File: src/regulator_mode_map.svh
// register map, field positions, codes and reset values for the regulator mode control block
// What this block does
// - The buck state field in bits 2:0 selects off at 4, pulse-frequency at 5, pulse skipping at 6, fixed PWM at 7; 0 to 3 are reserved.
// - Each regulator register holds a standby-exit state field in bits 5:3 that becomes the state when the standby-exit pin asserts.
// - A standby-exit field holding 0 to 3 leaves the state field unchanged on standby exit.
// - The buck voltage select in bits 7:6 picks 1.5 V at 0 and 1.6 V at 1; 2 and 3 are reserved for factory use.
// - The buck control register sits at 0x39, is read/write and resets to 0x07.
// - Linear state fields select off at 4, low power at 5 and active at 6 and 7; 0 to 3 are reserved.
// - The first linear control register sits at 0x3F, is read/write and resets to 0x24.
// - The second linear control register sits at 0x40, is read/write and resets to 0x3C.
// - The first linear regulator enters low power only through its state field, never from load current.
// - An off code switches the output off; active and low-power codes turn it on, low power limiting the load.
`ifndef REGULATOR_MODE_MAP_SVH
`define REGULATOR_MODE_MAP_SVH

`define BUCK_CTRL_ADDR    8'h39
`define LIN_A_CTRL_ADDR   8'h3F
`define LIN_B_CTRL_ADDR   8'h40

`define BUCK_CTRL_RESET   8'h07
`define LIN_A_CTRL_RESET  8'h24
`define LIN_B_CTRL_RESET  8'h3C

`define STATE_MSB         2
`define STATE_LSB         0
`define EXIT_MSB          5
`define EXIT_LSB          3
`define VSEL_MSB          7
`define VSEL_LSB          6
`define LIN_WRITE_MASK    8'h3F

`define CODE_OFF          3'h4
`define CODE_LOW          3'h5
`define CODE_MID          3'h6
`define CODE_HIGH         3'h7

`define VSEL_1V5          2'h0
`define VSEL_1V6          2'h1

`define UNMAPPED_READ     8'h00

`endif

File: src/regulator_mode_pkg.sv
// types shared by the regulator mode control block
package regulator_mode_pkg;

  typedef enum logic [2:0] {
    BUCK_OFF,
    BUCK_PFM,
    BUCK_SKIP,
    BUCK_PWM
  } buckMode_t;

  typedef logic [7:0] regByte_t;

  typedef struct packed {
    regByte_t  buckCtrl;
    regByte_t  linACtrl;
    regByte_t  linBCtrl;
    regByte_t  rdata;
    buckMode_t buckMode;
    logic      buckEnable;
    logic [1:0] buckVoltSel;
  } regState_t;

endpackage
File: src/linear_output_decode.sv
// linear regulator state code to enable and low-power controls
`timescale 1ns/10ps
`include "regulator_mode_map.svh"
module linear_output_decode (
  input  wire logic       sys_clk,
  input  wire logic       reset,
  input  wire logic [2:0] stateField,
  output logic            railEnable,
  output logic            railLowPower
);

  typedef struct packed {
    logic enable;
    logic lowPower;
  } linOut_t;

  linOut_t linOut_r;
  linOut_t linOut_nxt;

  always_comb begin
    linOut_nxt = '0;
    case (stateField)
      `CODE_LOW: begin
        linOut_nxt.enable   = 1'b1;
        linOut_nxt.lowPower = 1'b1;
      end
      `CODE_MID, `CODE_HIGH: begin
        linOut_nxt.enable = 1'b1;
      end
      default: begin
        linOut_nxt = '0;
      end
    endcase
  end

  always_ff @(posedge sys_clk or posedge reset) begin
    if (reset) begin
      linOut_r <= '0;
    end else begin
      linOut_r <= linOut_nxt;
    end
  end

  assign railEnable   = linOut_r.enable;
  assign railLowPower = linOut_r.lowPower;

endmodule

File: src/pin_sync_edge.sv
// two-stage pin synchroniser with rising-edge pulse
`timescale 1ns/10ps
module pin_sync_edge (
  input  wire logic sys_clk,
  input  wire logic reset,
  input  wire logic pinAsync,
  output logic      levelSync,
  output logic      risePulse
);

  typedef struct packed {
    logic stage1;
    logic stage2;
    logic stage3;
  } syncState_t;

  syncState_t syncState_r;
  syncState_t syncState_nxt;

  always_comb begin
    syncState_nxt        = syncState_r;
    syncState_nxt.stage1 = pinAsync;
    syncState_nxt.stage2 = syncState_r.stage1;
    syncState_nxt.stage3 = syncState_r.stage2;
  end

  always_ff @(posedge sys_clk or posedge reset) begin
    if (reset) begin
      syncState_r <= '0;
    end else begin
      syncState_r <= syncState_nxt;
    end
  end

  assign levelSync = syncState_r.stage2;
  assign risePulse = syncState_r.stage2 & ~syncState_r.stage3;

endmodule

File: src/regulator_mode_control_regs.sv
// mode control registers for the buck and two linear regulators
`timescale 1ns/10ps
`include "regulator_mode_map.svh"
module regulator_mode_control_regs (
  input  wire logic                         sys_clk,
  input  wire logic                         reset,
  input  wire logic [7:0]                   regAddr,
  input  wire logic                         regWrite,
  input  wire logic                         regRead,
  input  wire logic [7:0]                   regWdata,
  output regulator_mode_pkg::regByte_t      regRdata,
  input  wire logic                         standby_exit_pin,
  output logic                              buckEnable,
  output regulator_mode_pkg::buckMode_t     buckMode,
  output logic [1:0]                        buckVoltSel,
  output logic                              linearAEnable,
  output logic                              linearALowPower,
  output logic                              linearBEnable,
  output logic                              linearBLowPower
);
  import regulator_mode_pkg::*;

  regState_t state_r;
  regState_t state_nxt;
  logic      exitLevel;
  logic      exitPulse;
  logic      wrBuck;
  logic      wrLinA;
  logic      wrLinB;

  // true when a standby-exit code is to be copied
  function automatic logic isCopyCode(input logic [2:0] code);
    isCopyCode = code[2];
  endfunction

  // applies the exit copy to one register's state field
  function automatic regByte_t exitCopy(input regByte_t value);
    regByte_t result;
    result = value;
    if (isCopyCode(value[`EXIT_MSB:`EXIT_LSB])) begin
      result[`STATE_MSB:`STATE_LSB] = value[`EXIT_MSB:`EXIT_LSB];
    end
    return result;
  endfunction

  // true when the address names one of the three registers
  function automatic logic isMapped(input logic [7:0] addr);
    isMapped = (addr == `BUCK_CTRL_ADDR) || (addr == `LIN_A_CTRL_ADDR) || (addr == `LIN_B_CTRL_ADDR);
  endfunction

  pin_sync_edge u_exit_sync (
    .sys_clk   (sys_clk),
    .reset     (reset),
    .pinAsync  (standby_exit_pin),
    .levelSync (exitLevel),
    .risePulse (exitPulse)
  );

  assign wrBuck = regWrite && (regAddr == `BUCK_CTRL_ADDR);
  assign wrLinA = regWrite && (regAddr == `LIN_A_CTRL_ADDR);
  assign wrLinB = regWrite && (regAddr == `LIN_B_CTRL_ADDR);

  always_comb begin
    state_nxt = state_r;
    // standby exit copies exit fields, a same-cycle write to that register wins
    if (exitPulse) begin
      state_nxt.buckCtrl = exitCopy(state_r.buckCtrl);
      state_nxt.linACtrl = exitCopy(state_r.linACtrl);
      state_nxt.linBCtrl = exitCopy(state_r.linBCtrl);
    end
    if (wrBuck) begin
      state_nxt.buckCtrl = regWdata;
    end
    if (wrLinA) begin
      state_nxt.linACtrl = regWdata & `LIN_WRITE_MASK;
    end
    if (wrLinB) begin
      state_nxt.linBCtrl = regWdata & `LIN_WRITE_MASK;
    end
    if (regRead) begin
      case (regAddr)
        `BUCK_CTRL_ADDR: begin
          state_nxt.rdata = state_r.buckCtrl;
        end
        `LIN_A_CTRL_ADDR: begin
          state_nxt.rdata = state_r.linACtrl & `LIN_WRITE_MASK;
        end
        `LIN_B_CTRL_ADDR: begin
          state_nxt.rdata = state_r.linBCtrl & `LIN_WRITE_MASK;
        end
        default: begin
          state_nxt.rdata = `UNMAPPED_READ;
        end
      endcase
    end
    // buck drive decode from the current register
    case (state_r.buckCtrl[`STATE_MSB:`STATE_LSB])
      `CODE_LOW: begin
        state_nxt.buckMode   = BUCK_PFM;
        state_nxt.buckEnable = 1'b1;
      end
      `CODE_MID: begin
        state_nxt.buckMode   = BUCK_SKIP;
        state_nxt.buckEnable = 1'b1;
      end
      `CODE_HIGH: begin
        state_nxt.buckMode   = BUCK_PWM;
        state_nxt.buckEnable = 1'b1;
      end
      default: begin
        state_nxt.buckMode   = BUCK_OFF;
        state_nxt.buckEnable = 1'b0;
      end
    endcase
    state_nxt.buckVoltSel = state_r.buckCtrl[`VSEL_MSB:`VSEL_LSB];
  end

  always_ff @(posedge sys_clk or posedge reset) begin
    if (reset) begin
      state_r             <= '0;
      state_r.buckCtrl    <= `BUCK_CTRL_RESET;
      state_r.linACtrl    <= `LIN_A_CTRL_RESET;
      state_r.linBCtrl    <= `LIN_B_CTRL_RESET;
      state_r.buckMode    <= BUCK_OFF;
      state_r.buckVoltSel <= `VSEL_1V5;
    end else begin
      state_r <= state_nxt;
    end
  end

  linear_output_decode u_lin_a (
    .sys_clk      (sys_clk),
    .reset        (reset),
    .stateField   (state_r.linACtrl[`STATE_MSB:`STATE_LSB]),
    .railEnable   (linearAEnable),
    .railLowPower (linearALowPower)
  );

  linear_output_decode u_lin_b (
    .sys_clk      (sys_clk),
    .reset        (reset),
    .stateField   (state_r.linBCtrl[`STATE_MSB:`STATE_LSB]),
    .railEnable   (linearBEnable),
    .railLowPower (linearBLowPower)
  );

  assign regRdata    = state_r.rdata;
  assign buckMode    = state_r.buckMode;
  assign buckEnable  = state_r.buckEnable;
  assign buckVoltSel = state_r.buckVoltSel;
endmodule

File: config.mk
export PLATFORM = sky130hd
export DESIGN_NAME = regulator_mode_control_regs
export DESIGN_NICKNAME = d
export VERILOG_FILES = /design/src/regulator_mode_pkg.sv /design/src/linear_output_decode.sv /design/src/pin_sync_edge.sv /design/src/regulator_mode_control_regs.sv
export VERILOG_INCLUDE_DIRS = /design/src
export SDC_FILE = /design/constraint.sdc
export NUM_CORES = 1
export LEC_CHECK = 0
export ABC_AREA = 1
export BUFFER_PORTS_ARGS = -buffer_cell sky130_fd_sc_hd__clkbuf_2
export CAP_MARGIN = 40
export CORE_MARGIN = 2
export CORE_UTILIZATION = 54
export CTS_CLUSTER_DIAMETER = 120
export CTS_CLUSTER_SIZE = 12
export DETAILED_ROUTE_END_ITERATION = 8
export PLACE_DENSITY = 0.83
export SLEW_MARGIN = 0
export SYNTH_ARGS = -nofsm -noshare
export SYNTH_HDL_FRONTEND = slang
export SYNTH_SLANG_ARGS = --single-unit
File: constraint.sdc
create_clock -name sys_clk -period 1.3 [get_ports sys_clk]
set_input_delay 0.065 -clock sys_clk [delete_from_list [all_inputs] [get_ports sys_clk]]
set_output_delay 0.065 -clock sys_clk [all_outputs]
set_load 0.01 [all_outputs]
# Word-level counts from Yosys, hierarchy flattened
# Cells that the tools add are included.
# totals
wordCells	58
regBits	41
in_bits	21
# classes
bitwise	2
mux	13
reduce_logical	14
eq_ne	12
# op_table
cell	n
3-bit == test (second input constant)	9
8-bit one-hot mux with 3 select lines	1
19-bit 2-to-1 mux	1
8-bit by 6-bit == test with 1-bit output (second input constant)	2
6-bit 2-to-1 mux	2
2-bit nonzero test	6
3-bit 2-to-1 mux	3
3-bit one-hot mux with 3 select lines	1
8-bit by 7-bit == test with 1-bit output (second input constant)	1
8-bit 2-to-1 mux	1
2-bit AND reduction	3
3-bit OR reduction	2
1-bit 2-to-1 mux	4
1-bit logical AND	3
1-bit bitwise AND	1
1-bit inverter	1

# Logic depth before layout (Yosys ltp)
# Gate-level depths: netlist (run 1).
# depth
ltp_word	4
depth_mapped	8
ltp_nobuf	7

# By module
# Synthesis (run 1) repeated with hierarchy kept, for this count alone.
# unflattened
cells_unflattened	229
area_unflattened_um2	1999.4
# by_module_without_submodules
mod	area_each_um2	cells_each	n_inst
regulator_mode_control_regs	1767.9	209	1
linear_output_decode	71.3	7	2
pin_sync_edge	88.8	6	1

# Least setup slack after synthesis (run 1)
# OpenSTA, ideal clock, no wires.
# synth_timing
path_type	reg2reg
start	register state_r[19] in the netlist's numbering
end	register state_r[14] in the netlist's numbering
required_ns	1.232
path_stages_with_launch	5
setup_slack_ns	0.418
n_path_buf	0
synth_period_minus_slack_ns	0.882
t_arrival_ns	0.814
cell_sequence	dfstp_2 nand2_1 inv_1 nand3_1 nand3_1
# synth_between
elab_chain_len	2
# synth_rtl
element	line_no	source
from (decl)	regulator_mode_control_regs.sv:23	regState_t state_r;
from (signal assigned)	regulator_mode_control_regs.sv:127	state_r <= state_nxt;
2-bit nonzero test (no line)	-	
2-bit AND reduction (no line)	-	
# No other way between the ends.
# A chain may end at the register's enable or synchronous reset.

# Worst setup path in the final report (run 1)
# layout_timing
start	register u_exit_sync.syncState_r (netlist bit u_exit_sync.levelSync)
end	register state_r[30] in the netlist's numbering
# layout_between
elab_chain_len	3
# layout_rtl
element	line_no	source
from (decl)	pin_sync_edge.sv:17	syncState_t syncState_r;
from (signal assigned)	pin_sync_edge.sv:31	syncState_r <= syncState_nxt;
1-bit bitwise AND	pin_sync_edge.sv:36	assign risePulse = syncState_r.stage2 & ~syncState_r.stage3;
2-bit nonzero test (no line)	-	
2-bit AND reduction (no line)	-	
# No other way between the ends.

==> metrics.md, run 1 <==
| Metric | Value |
|---|---|
| Antenna violations before repair | 0 |
| Yosys top cell by area | dfrtp_1 |
| Share of power burned in registers | 0.605 |
| Skew final | 11.54 ps |
| Clk pwr share | 0.291 |
| Post-synthesis register bit count | 40 |
| Layout cells sized above 1 | 0.2538 |
| Detailed Route Iter0 Violations | 77 |
| Cell count after placement | around 290 |
| Vias/cell | 5.007 |
| Via count | 1532 |
| TNS Setup | 0 ps |
| Clk sinks | 40 |
| P_sw | 0.5654 mW |
| Post-Syn Area per Cell | roughly 8.6 sq um |
| Final HPWL from detailed placement | 2703 um |
| GP Congestion | 0.8193 |
| Final setup vio count | 0 |
| Drt pass-1 iters | 5 |
| RSZ-0062 raised after global routing | false |
| Pleak | 1.192 nW |
| Synthesis-to-finish area growth | 14.37% |
| Final worst slack | 241.8 ps |
| Outcome | completed |
| Die X | approximately 63 um |
| Pins Over Slew Limit | 0 |
| Power per cell area | about 1000 nW/um^2 |
| Ant diodes | 0 |
| Crit-path max FO | 4 |
| Number of synthesized flops with an enable pin | 0 |
| Synthesized Nets | 242 |
| Clock transition at the registers of the reported paths | 110 ps |
| Post-cts resize count | 0 |
| Final worst path period share | 0.8140 |
| Sw Ratio | 0.2521 |
| CP Launch Type | flop |
| Number of fill cells in the layout | 306 |
| CP peak stage delay | 360 ps |
| Routed WL | 3613 um |
| Synth area leaders | dfrtp_1 (41%), dfstp_2 (12%), nand2_1 (12%) |
| Min-delay src | regWdata[3] |
| Overflow left after global routing | 0 |
| Hold Crit Endpoint | state_r[33]$_DFFE_PP0P_ |
| Hold Crit Class | input pin to flop |
| Number of post-CTS setup repair buffers | 0 |
| DR DRC count | 0 |
| Clk buf depth | 2 |
| Hold depth | 3 |
| CP Launch Point | u_exit_sync.levelSync$_DFF_PP0_ |
| Synth async-reset ratio | 1.000 |
| Critical path's top delay family | simple AND/OR/NAND/NOR gates |
| I/O Pins | 39 |
| Vert. Die Dim | 63.43 um |
| WP data required | 1590 ps |
| Logic pwr share | 0.104 |
| Num rows | 21 |
| Min Tclk post-route | 1058 ps |
| Clk_lat worst skew | 350 ps |
| Core area | 3363 sq um |
| Vias in the first global route | 1471 |
| Antenna viol nets, final | 0 |
| Num CTS Buffers | 5 |
| Root Buffer | clkbuf_4 |
| Fmax | 945.0 MHz |
| H-Tree Depth | 2 |
| Critical Path Stages | 6 |
| Initial Utilization | 0.5670 |
| Post-synthesis sequential area ratio | 0.5308 |
| Max VDD drop | 0.5694 mV |
| First-pass GRT wire length | 6437 um |
| Crit. End Element | flop |
| RR Startpoint | u_exit_sync.levelSync$_DFF_PP0_ |
| Worst reg2reg endpoint | state_r[30]$_DFFE_PP1P_ |
| Synth cell types | 21 |
| Post-detailed-route wirelength per cell | 11.81 um |
| Post-Syn Instances | 221 |
| Share of the synthesized area in the top cell type | 0.4068 |
| Pre-CTS WS | about 180 ps |
| MaxCap Viol Count | 0 |
| Hold Fails Final Rpt | 0 |
| Die area | 4023 sq um |
| WS Path Type | flop to flop |
| Pin count of the biggest net entering global routing | a little over 40 |
| Crit path cell chain | inv_1, nor2_1, nand2_1, inv_1, nand3_1, nand3_1 |
| WP buf/inv | 2 |
| Worst Path Arrival | 1350 ps |
| Finished Layout Cells | 306 |
| Fin nets | 280 |
| Slowest CP cell | dfrtp_1 |
| CTS tree | built |
| Syn. warnings | 0 |
| Synthesized area | 1907 sq um |
| Port Buffers | 37 |
| Flop-to-flop setup slack | between 200 and 250 ps |
| Internal power | 1.677 mW |
| Primary FF master, synth | dfrtp_1 |
| R2R depth | 6 |
| Gr usage total | 0.2068 |
==> synthesized netlist by cell type, types with 2 or more instances <==
cell type,number
o21a_1,2
nand2_1,61
nand3_1,44
nand3_2,2
buf_4,13
o21ai_1,3
dfrtp_1,31
o21ai_0,5
buf_6,3
dfstp_2,9
nor2_1,13
nor2_4,3
o21ai_2,3
inv_1,22
==> sequential cells by signal, summed over array words and instances, names as in the netlist, 2 cells and up <==
name / flops
state_r: 18
buckMode: 2
state_nxt: 2
regRdata: 8
buckVoltSel: 2
==> cells in the final DEF, fill, tap and decap left out, types with 2 or more instances in the layout <==
cell type and n:
buf_4 2, clkbuf_2 37, clkbuf_4 5, dfrtp_1 31, dfstp_2 9, dlygate4sd3_1 9, inv_1 22, nand2_1 61
nand3_1 44, nand3_2 2, nor2_1 13, nor2_4 3, o21a_1 2, o21ai_0 5, o21ai_1 3, o21ai_2 3
==> per-stage QoR <==
stage | area, sq um | power (mW) | hold WS, ps | util
after floorplan | 1907 | 1.510 | 96.43 | -
after global placement | 2028 | 1.585 | 174.0 | 0.6031
after detailed placement | 2028 | 1.595 | 174.6 | 0.6031
after CTS | 2181 | 2.263 | 5.181 | 0.6484
after global routing | 2181 | 2.368 | 7.171 | 0.6484
final | 2181 | 2.243 | 8.726 | 0.6484
==> area by class of cell <==
class	instances	area (sq um)	area share
Sequential cell	40	1012	0.4641
Multi-Input combinational cell	140	668.1	0.3064
Timing Repair Buffer	48	290.3	0.1331
Inverter	24	90.09	0.04131
Tap cell	46	57.56	0.02639
Clock buffer	7	55.05	0.02524
Clock inverter	1	7.507	0.003442
==> worst reg2reg max path, stage by stage (launching register included) <==
cell and delay (ps):
dfrtp_1 360, inv_1 40, nor2_1 180, nand2_1 150, inv_1 110, nand3_1 90, nand3_1 80
==> logic make-up (layout without fill, tap and decap cells) <==
family                 after synthesis  in the layout  share of synthesized area
and+or+nand+nor                    125            125                     0.3018
buffers and inverters               41             80                     0.1188
DFF                                 40             40                     0.5308
AOI/OAI and AO/OA                   14             14                    0.04659
other                                1              1                   0.001967
==> repair_timing <==
item / in CTS / in global routing
endpoints found under the hold margin: 43 / 0
endpoints found under the setup margin: 0 / 0
hold buffers: 9 / 0
==> how the worst max path moves through the flow <==
stage | to | slack, ps
2_1_floorplan | buckEnable$_DFF_PP0_ | 330
3_3_place_gp | regRdata[6]$_DFFE_PP0P_ | 210
3_5_place_dp | state_r[23]$_DFFE_PP0P_ | 180
4_1_cts | state_r[30]$_DFFE_PP1P_ | 250
5_1_grt | state_r[14]$_DFFE_PP0P_ | 110
6_report | state_r[30]$_DFFE_PP1P_ | 240
==> routing by layer <==
layer  track usage  up-vias  share of wire
met1        0.2672      706           0.43
met4        0.1033        0          0.029
li1              -      765              -
met5             0        -              0
met2        0.3303       49           0.49
met3       0.04286       12          0.050
==> power groups by stage <==
stage          registers (mW)  logic [mW]  clock network [mW]
2_1_floorplan            1.38       0.133                   0
3_3_place_gp             1.38       0.208                   0
3_5_place_dp             1.38       0.215                   0
4_1_cts                  1.36       0.237               0.670
5_1_grt                  1.36       0.263               0.741
6_report                 1.36       0.233               0.653
Power figures use the tool's default switching activity.
==> inputs of run 2 (changes only) <==
==> constraint.sdc (replaced) <==
create_clock -name sys_clk -period 1.08 [get_ports sys_clk]
set_input_delay 0.054 -clock sys_clk [delete_from_list [all_inputs] [get_ports sys_clk]]
set_output_delay 0.054 -clock sys_clk [all_outputs]
set_load 0.01 [all_outputs]
==> run 2 against run 1 <==
Compared with the run above:
- die area is the same
- cell count increased by 1.3%
- combinational power grew 25%
- critical path type unchanged
- highest routed layer unchanged
==> metrics.md, run 2 (synthesis results as in run 1) <==
| Metric | Value |
|---|---|
| Clock transition at the registers of the reported paths | 110 ps |
| WP data required | 1360 ps |
| RSZ-0062 raised after global routing | false |
| Detailed Route Iter0 Violations | between 100 and 150 |
| Num CTS Buffers | 5 |
| Final setup vio count | 0 |
| Ant diodes | 0 |
| Utilization after layout | 0.6644 |
| MaxCap Viol Count | 0 |
| Most common cell after layout, fill and taps aside | nand2_1 |
| Port Buffers | 37 |
| CTS tree | built |
| Clk sinks | 40 |
| Routed WL | 3623 um |
| Antenna viol nets, final | 0 |
| First-pass GRT wire length | 6320 um |
| Gr usage total | 0.2031 |
| H-Tree Depth | 2 |
| Final HPWL from detailed placement | roughly 2700 um |
| Final worst path period share | 0.8986 |
| Layout cells sized above 1 | 0.2652 |
| Die area | 4023 sq um |
| Worst Path Arrival | 1250 ps |
| Synthesis-to-finish area growth | 17.19% |
| Vert. Die Dim | 63.43 um |
| Vias in the first global route | ~1500 |
| GP Congestion | 0.8278 |
| Hold Fails Final Rpt | 0 |
| Internal power | 2.095 mW |
| Share of power burned in registers | 0.591 |
| Logic pwr share | 0.106 |
| Fmax | 1030 MHz |
| Clk_lat worst skew | 340 ps |
| Root Buffer | clkbuf_4 |
| Sw Ratio | 0.2419 |
| Die X | 63.43 um |
| Commonest cells after routing, fill and taps aside | nand2_1 (61), nand3_1 (44), clkbuf_2 (37), dfrtp_1 (31), inv_1 (22) |
| Num rows | 21 |
| Crit-path max FO | 4 |
| Min Tclk post-route | 970.5 ps |
| Fin nets | 284 |
| Drt pass-1 iters | 5 |
| WS Path Type | flop to flop |
| Max reg flops | 18 |
| Antenna violations before repair | 0 |
| DR DRC count | 0 |
| Core area | between 3000 and 4000 sq um |
| Hold Crit Class | input pin to flop |
| TNS Setup | 0 ps |
| CP Launch Type | flop |
| Max VDD drop | 0.7565 mV |
| Pin count of the biggest net entering global routing | 41 |
| Most flop-heavy register | state_r |
| Finished Layout Cells | between 300 and 400 |
| Crit. End Element | flop |
| I/O Pins | 39 |
| P_sw | 0.6684 mW |
| Pins Over Slew Limit | 0 |
| Pleak | 1.224 nW |
| Overflow left after global routing | 0 |
| Post-detailed-route wirelength per cell | approximately 12 um |
| Via count | 1543 |
| Outcome | completed |
| Power per cell area | 1236 nW/um^2 |
| Cell count after placement | 292 |
| Clk buf depth | 2 |
| Vias/cell | 4.977 |
| Clk pwr share | 0.303 |
| Initial Utilization | 0.5670 |
| Skew final | approximately 8.8 ps |
-- run 2: cell count changes in the layout (fill, tap and decap cells not counted), sizes merged --
cell         delta
buf             +3
clkbuf          +1
clkinvlp        -1
dlygate4sd3     +1
-- run 2: power by group through the flow --
stage	combinational, mW	sequential [mW]	clock, mW
after floorplan	0.160	1.66	0
after global placement	0.260	1.66	0
after detailed placement	0.266	1.66	0
after CTS	0.296	1.63	0.845
after global routing	0.329	1.64	0.933
final	0.292	1.63	0.838
-- run 2: metrics by stage --
| step | hold slack [ps] | area (sq um) | total power, mW | setup slack (ps) |
|---|---|---|---|---|
| finish | 29.31 | 2235 | 2.763 | 109.5 |
| global placement | 98.87 | 2063 | 1.917 | 84.75 |
| floorplan | 85.43 | 1907 | 1.817 | 123.2 |
| detailed placement | 107.5 | 2063 | 1.925 | 36.02 |
| global route | 16.14 | 2235 | 2.904 | 42.54 |
| CTS | 19.97 | 2232 | 2.771 | 78.55 |
-- run 2: critical path, cell delays in order, from the launching register on --
cell     delay [ps]
dfstp_2         560
nand2_1         110
inv_1            90
nand3_1          80
nand3_1          90
-- run 2: final cells by class --
| cell class | instances | area [sq um] |
|---|---|---|
| fill | 299 | 1129 |
| multi-input combinational | 140 | 670.6 |
| tap | 46 | 57.56 |
| clock buffer | 8 | 68.82 |
| timing repair buffer | 52 | 335.3 |
| sequential | 40 | 1012 |
| inverter | 24 | 90.09 |
-- run 2: final timing paths --
| kind | endpoint | cells past startpoint | slack, ps | start |
|---|---|---|---|---|
| worst min-delay path | regRdata[4]$_DFFE_PP0P_ | 3 | 30 | regRead |
| max in group asynchronous | state_r[18]$_DFFE_PP1P_ | 4 | 530 | reset |
| worst max register to register | state_r[14]$_DFFE_PP0P_ | 4 | 110 | state_r[19]$_DFFE_PP1P_ |
| worst min register to register | u_exit_sync.levelSync$_DFF_PP0_ | 0 | 370 | u_exit_sync.syncState_nxt[1]$_DFF_PP0_ |
| worst max-delay path | state_r[14]$_DFFE_PP0P_ | 4 | 110 | state_r[19]$_DFFE_PP1P_ |
| min in group asynchronous | u_lin_b.railLowPower$_DFF_PP0_ | 4 | 270 | reset |
-- run 2: what timing repair did --
action,CTS,global route
setup endpoints to repair,0,2
hold buffers,10,0
resized for setup,0,1
hold endpoints to repair,56,0
buffers inserted,0,0
-- run 2: layer usage --
layer  track usage  up-vias  share of wire
li1              -      777              -
met1        0.2619      704           0.43
met2        0.3316       54           0.50
met3       0.03393        8          0.057
met4        0.1005        0          0.016
met5             0        -              0
==> inputs of run 3 (changes only) <==
--- a/config.mk
+++ b/config.mk
@@ -9,12 +9,12 @@
 export ABC_AREA = 1
 export BUFFER_PORTS_ARGS = -buffer_cell sky130_fd_sc_hd__clkbuf_2
 export CAP_MARGIN = 40
-export CORE_MARGIN = 2
+export CORE_MARGIN = 1.5
 export CORE_UTILIZATION = 54
 export CTS_CLUSTER_DIAMETER = 120
 export CTS_CLUSTER_SIZE = 12
 export DETAILED_ROUTE_END_ITERATION = 8
-export PLACE_DENSITY = 0.83
+export PLACE_DENSITY = 0.78
 export SLEW_MARGIN = 0
 export SYNTH_ARGS = -nofsm -noshare
 export SYNTH_HDL_FRONTEND = slang
==> run 3 against run 2 <==
Compared with the run above:
- sequential share of layout area down 0.25 points
- critical path depth unchanged
- global-route usage shrank 0.44 points
- sequential power about the same
- combinational power barely moved
- register-to-register slack worse by 20 ps
- power decreased by 1.9%
- largest cell class unchanged
- highest routed layer unchanged
==> metrics.md, run 3 (synthesis results as in run 1) <==
| Metric | Value |
|---|---|
| Outcome | completed |
| Synthesis-to-finish area growth | 17.85% |
| Num rows | 21 |
| WS Path Type | input pin to flop |
| Skew final | 10.27 ps |
| Worst Path Arrival | 1270 ps |
| Post-detailed-route wirelength per cell | 11.24 um |
| Internal power | 2.033 mW |
| Crit path cell chain | dlygate4sd3_1, clkbuf_2, clkinvlp_4, o31ai_1 |
| GP Congestion | 0.8414 |
| Sw Ratio | 0.2500 |
| Final setup vio count | 0 |
| RR Startpoint | state_r[19]$_DFFE_PP1P_ |
| MaxCap Viol Count | 0 |
| Number of post-CTS setup repair buffers | 0 |
| Fmax | 980.2 MHz |
| Die X | 62.43 um |
| Crit-path max FO | 9 |
| RSZ-0062 raised after global routing | true |
| Drt pass-1 iters | 4 |
| Share of power burned in registers | 0.602 |
| Flop-to-flop setup slack | 90 ps |
| Via count | around 1500 |
| Layout cells sized above 1 | 0.2707 |
| Die area | 3897 sq um |
| Final HPWL from detailed placement | about 2700 um |
| Root Buffer | clkbuf_4 |
| Min Hold Slack | 141.9 ps |
| Fin nets | 286 |
| Core area | 3363 sq um |
| Pin count of the biggest net entering global routing | 41 |
| Min-delay src | regWrite |
| Max VDD drop | 0.7194 mV |
| Max reg flops | 18 |
| Overflow left after global routing | 0 |
| Vias in the first global route | 1347 |
| DR DRC count | 0 |
| Slowest CP cell | dlygate4sd3_1 |
| I/O Pins | 39 |
| Ant diodes | 0 |
| R2R depth | 4 |
| Antenna violations before repair | 0 |
| P_sw | 0.6775 mW |
| Crit. End Element | flop |
| Clk buf depth | 2 |
| Pins Over Slew Limit | 0 |
| CP Launch Type | input pin |
| Gr usage total | 0.1987 |
| Vert. Die Dim | 62.43 um |
| Num CTS Buffers | 5 |
| Utilization after layout | 0.6682 |
| Worst reg2reg endpoint | state_r[14]$_DFFE_PP0P_ |
| Routed WL | ~3500 um |
| Antenna viol nets, final | 0 |
| Clk_lat worst skew | 340 ps |
| Hold Crit Class | input pin to flop |
| Final worst path period share | 0.9446 |
| Clk sinks | 40 |
| Hold Crit Endpoint | state_r[19]$_DFFE_PP1P_ |
| Vias/cell | 4.843 |
| First-pass GRT wire length | 5975 um |
| Clk pwr share | 0.290 |
| Commonest cells after routing, fill and taps aside | nand2_1 (61), nand3_1 (44), clkbuf_2 (37), dfrtp_1 (31), inv_1 (22) |
| CP peak stage delay | 530 ps |
| CTS tree | built |
| Hold Fails Final Rpt | 0 |
| Clock transition at the registers of the reported paths | 110 ps |
| Logic pwr share | 0.109 |
| Most common cell after layout, fill and taps aside | nand2_1 |
| Detailed Route Iter0 Violations | 76 |
| Port Buffers | 37 |
| Min Tclk post-route | between 1000 and 1500 ps |
| Pleak | 1.220 nW |
| Initial Utilization | 0.5670 |
| Most flop-heavy register | state_r |
| H-Tree Depth | 2 |
| Hold depth | 3 |
| Power per cell area | 1206 nW/um^2 |
| WP data required | 1330 ps |
## run 3: cell types whose count changed in the layout (fill, tap and decap cells not counted), sizes merged
cell	delta
clkbuf	-1
clkinv	-1
dlygate4sd3	+1
clkinvlp	+3
## run 3: cell type report
type	instances	area [sq um]
fill	307	1116
sequential	40	1012
multi-input combinational	140	670.6
timing repair buffer	53	345.3
inverter	24	93.84
tap	46	57.56
clock buffer	7	55.05
clock inverter	1	7.507
timing repair inverter	1	5.005
## run 3: per-layer routing
metal / up-vias / track usage / routed length (um)
li1: 776 / - / -
met5: - / 0 / 0
met2: 37 / 0.3387 / 1741
met1: 692 / 0.2412 / 1552
met4: 0 / 0.08333 / 60
met3: 6 / 0.04865 / 153
## run 3: how the worst max path moves through the flow
stage | from | to | slack [ps] | cells past startpoint
after floorplan | reset | buckEnable$_DFF_PP0_ | 120 | 1
after CTS | regRead | regRdata[6]$_DFFE_PP0P_ | 10 | 4
final | regRead | regRdata[6]$_DFFE_PP0P_ | 60 | 4
after detailed placement | regAddr[2] | state_r[18]$_DFFE_PP1P_ | 40 | 6
after global placement | regAddr[7] | state_r[22]$_DFFE_PP0P_ | 80 | 7
after global routing | u_exit_sync.levelSync$_DFF_PP0_ | state_r[22]$_DFFE_PP0P_ | -30 | 6
## run 3: timing repair
item | 4_1_cts | 5_1_grt
endpoints found under the hold margin | 62 | 0
setup endpoints to repair | 0 | 9
hold buffers | 11 | 0
resized for setup | 0 | 2
## run 3: worst max-delay path: cells and delay by family
family          cells  cell delay (ps)
buf+inv             3              950
compound gates      1              270
## run 3: power groups by stage
| stage | sequential [mW] | combinational [mW] | clock [mW] |
|---|---|---|---|
| 6_report | 1.63 | 0.295 | 0.785 |
| 2_1_floorplan | 1.66 | 0.160 | 0 |
| 4_1_cts | 1.63 | 0.298 | 0.814 |
| 3_3_place_gp | 1.66 | 0.261 | 0 |
| 5_1_grt | 1.64 | 0.331 | 0.900 |
| 3_5_place_dp | 1.66 | 0.267 | 0 |
## run 3: metrics by stage
stage / cells / setup TNS [ps] / instance area (sq um) / worst slack, ps / power [mW]
floorplan: 221 / 0 / 1907 / 123.2 / 1.817
global placement: 292 / 0 / 2063 / 75.65 / 1.918
CTS: 311 / 0 / 2236 / 14.83 / 2.743
finish: 312 / 0 / 2247 / 59.83 / 2.711
detailed placement: 292 / 0 / 2063 / 38.64 / 1.926
global route: 312 / -74.49 / 2247 / -30.89 / 2.872
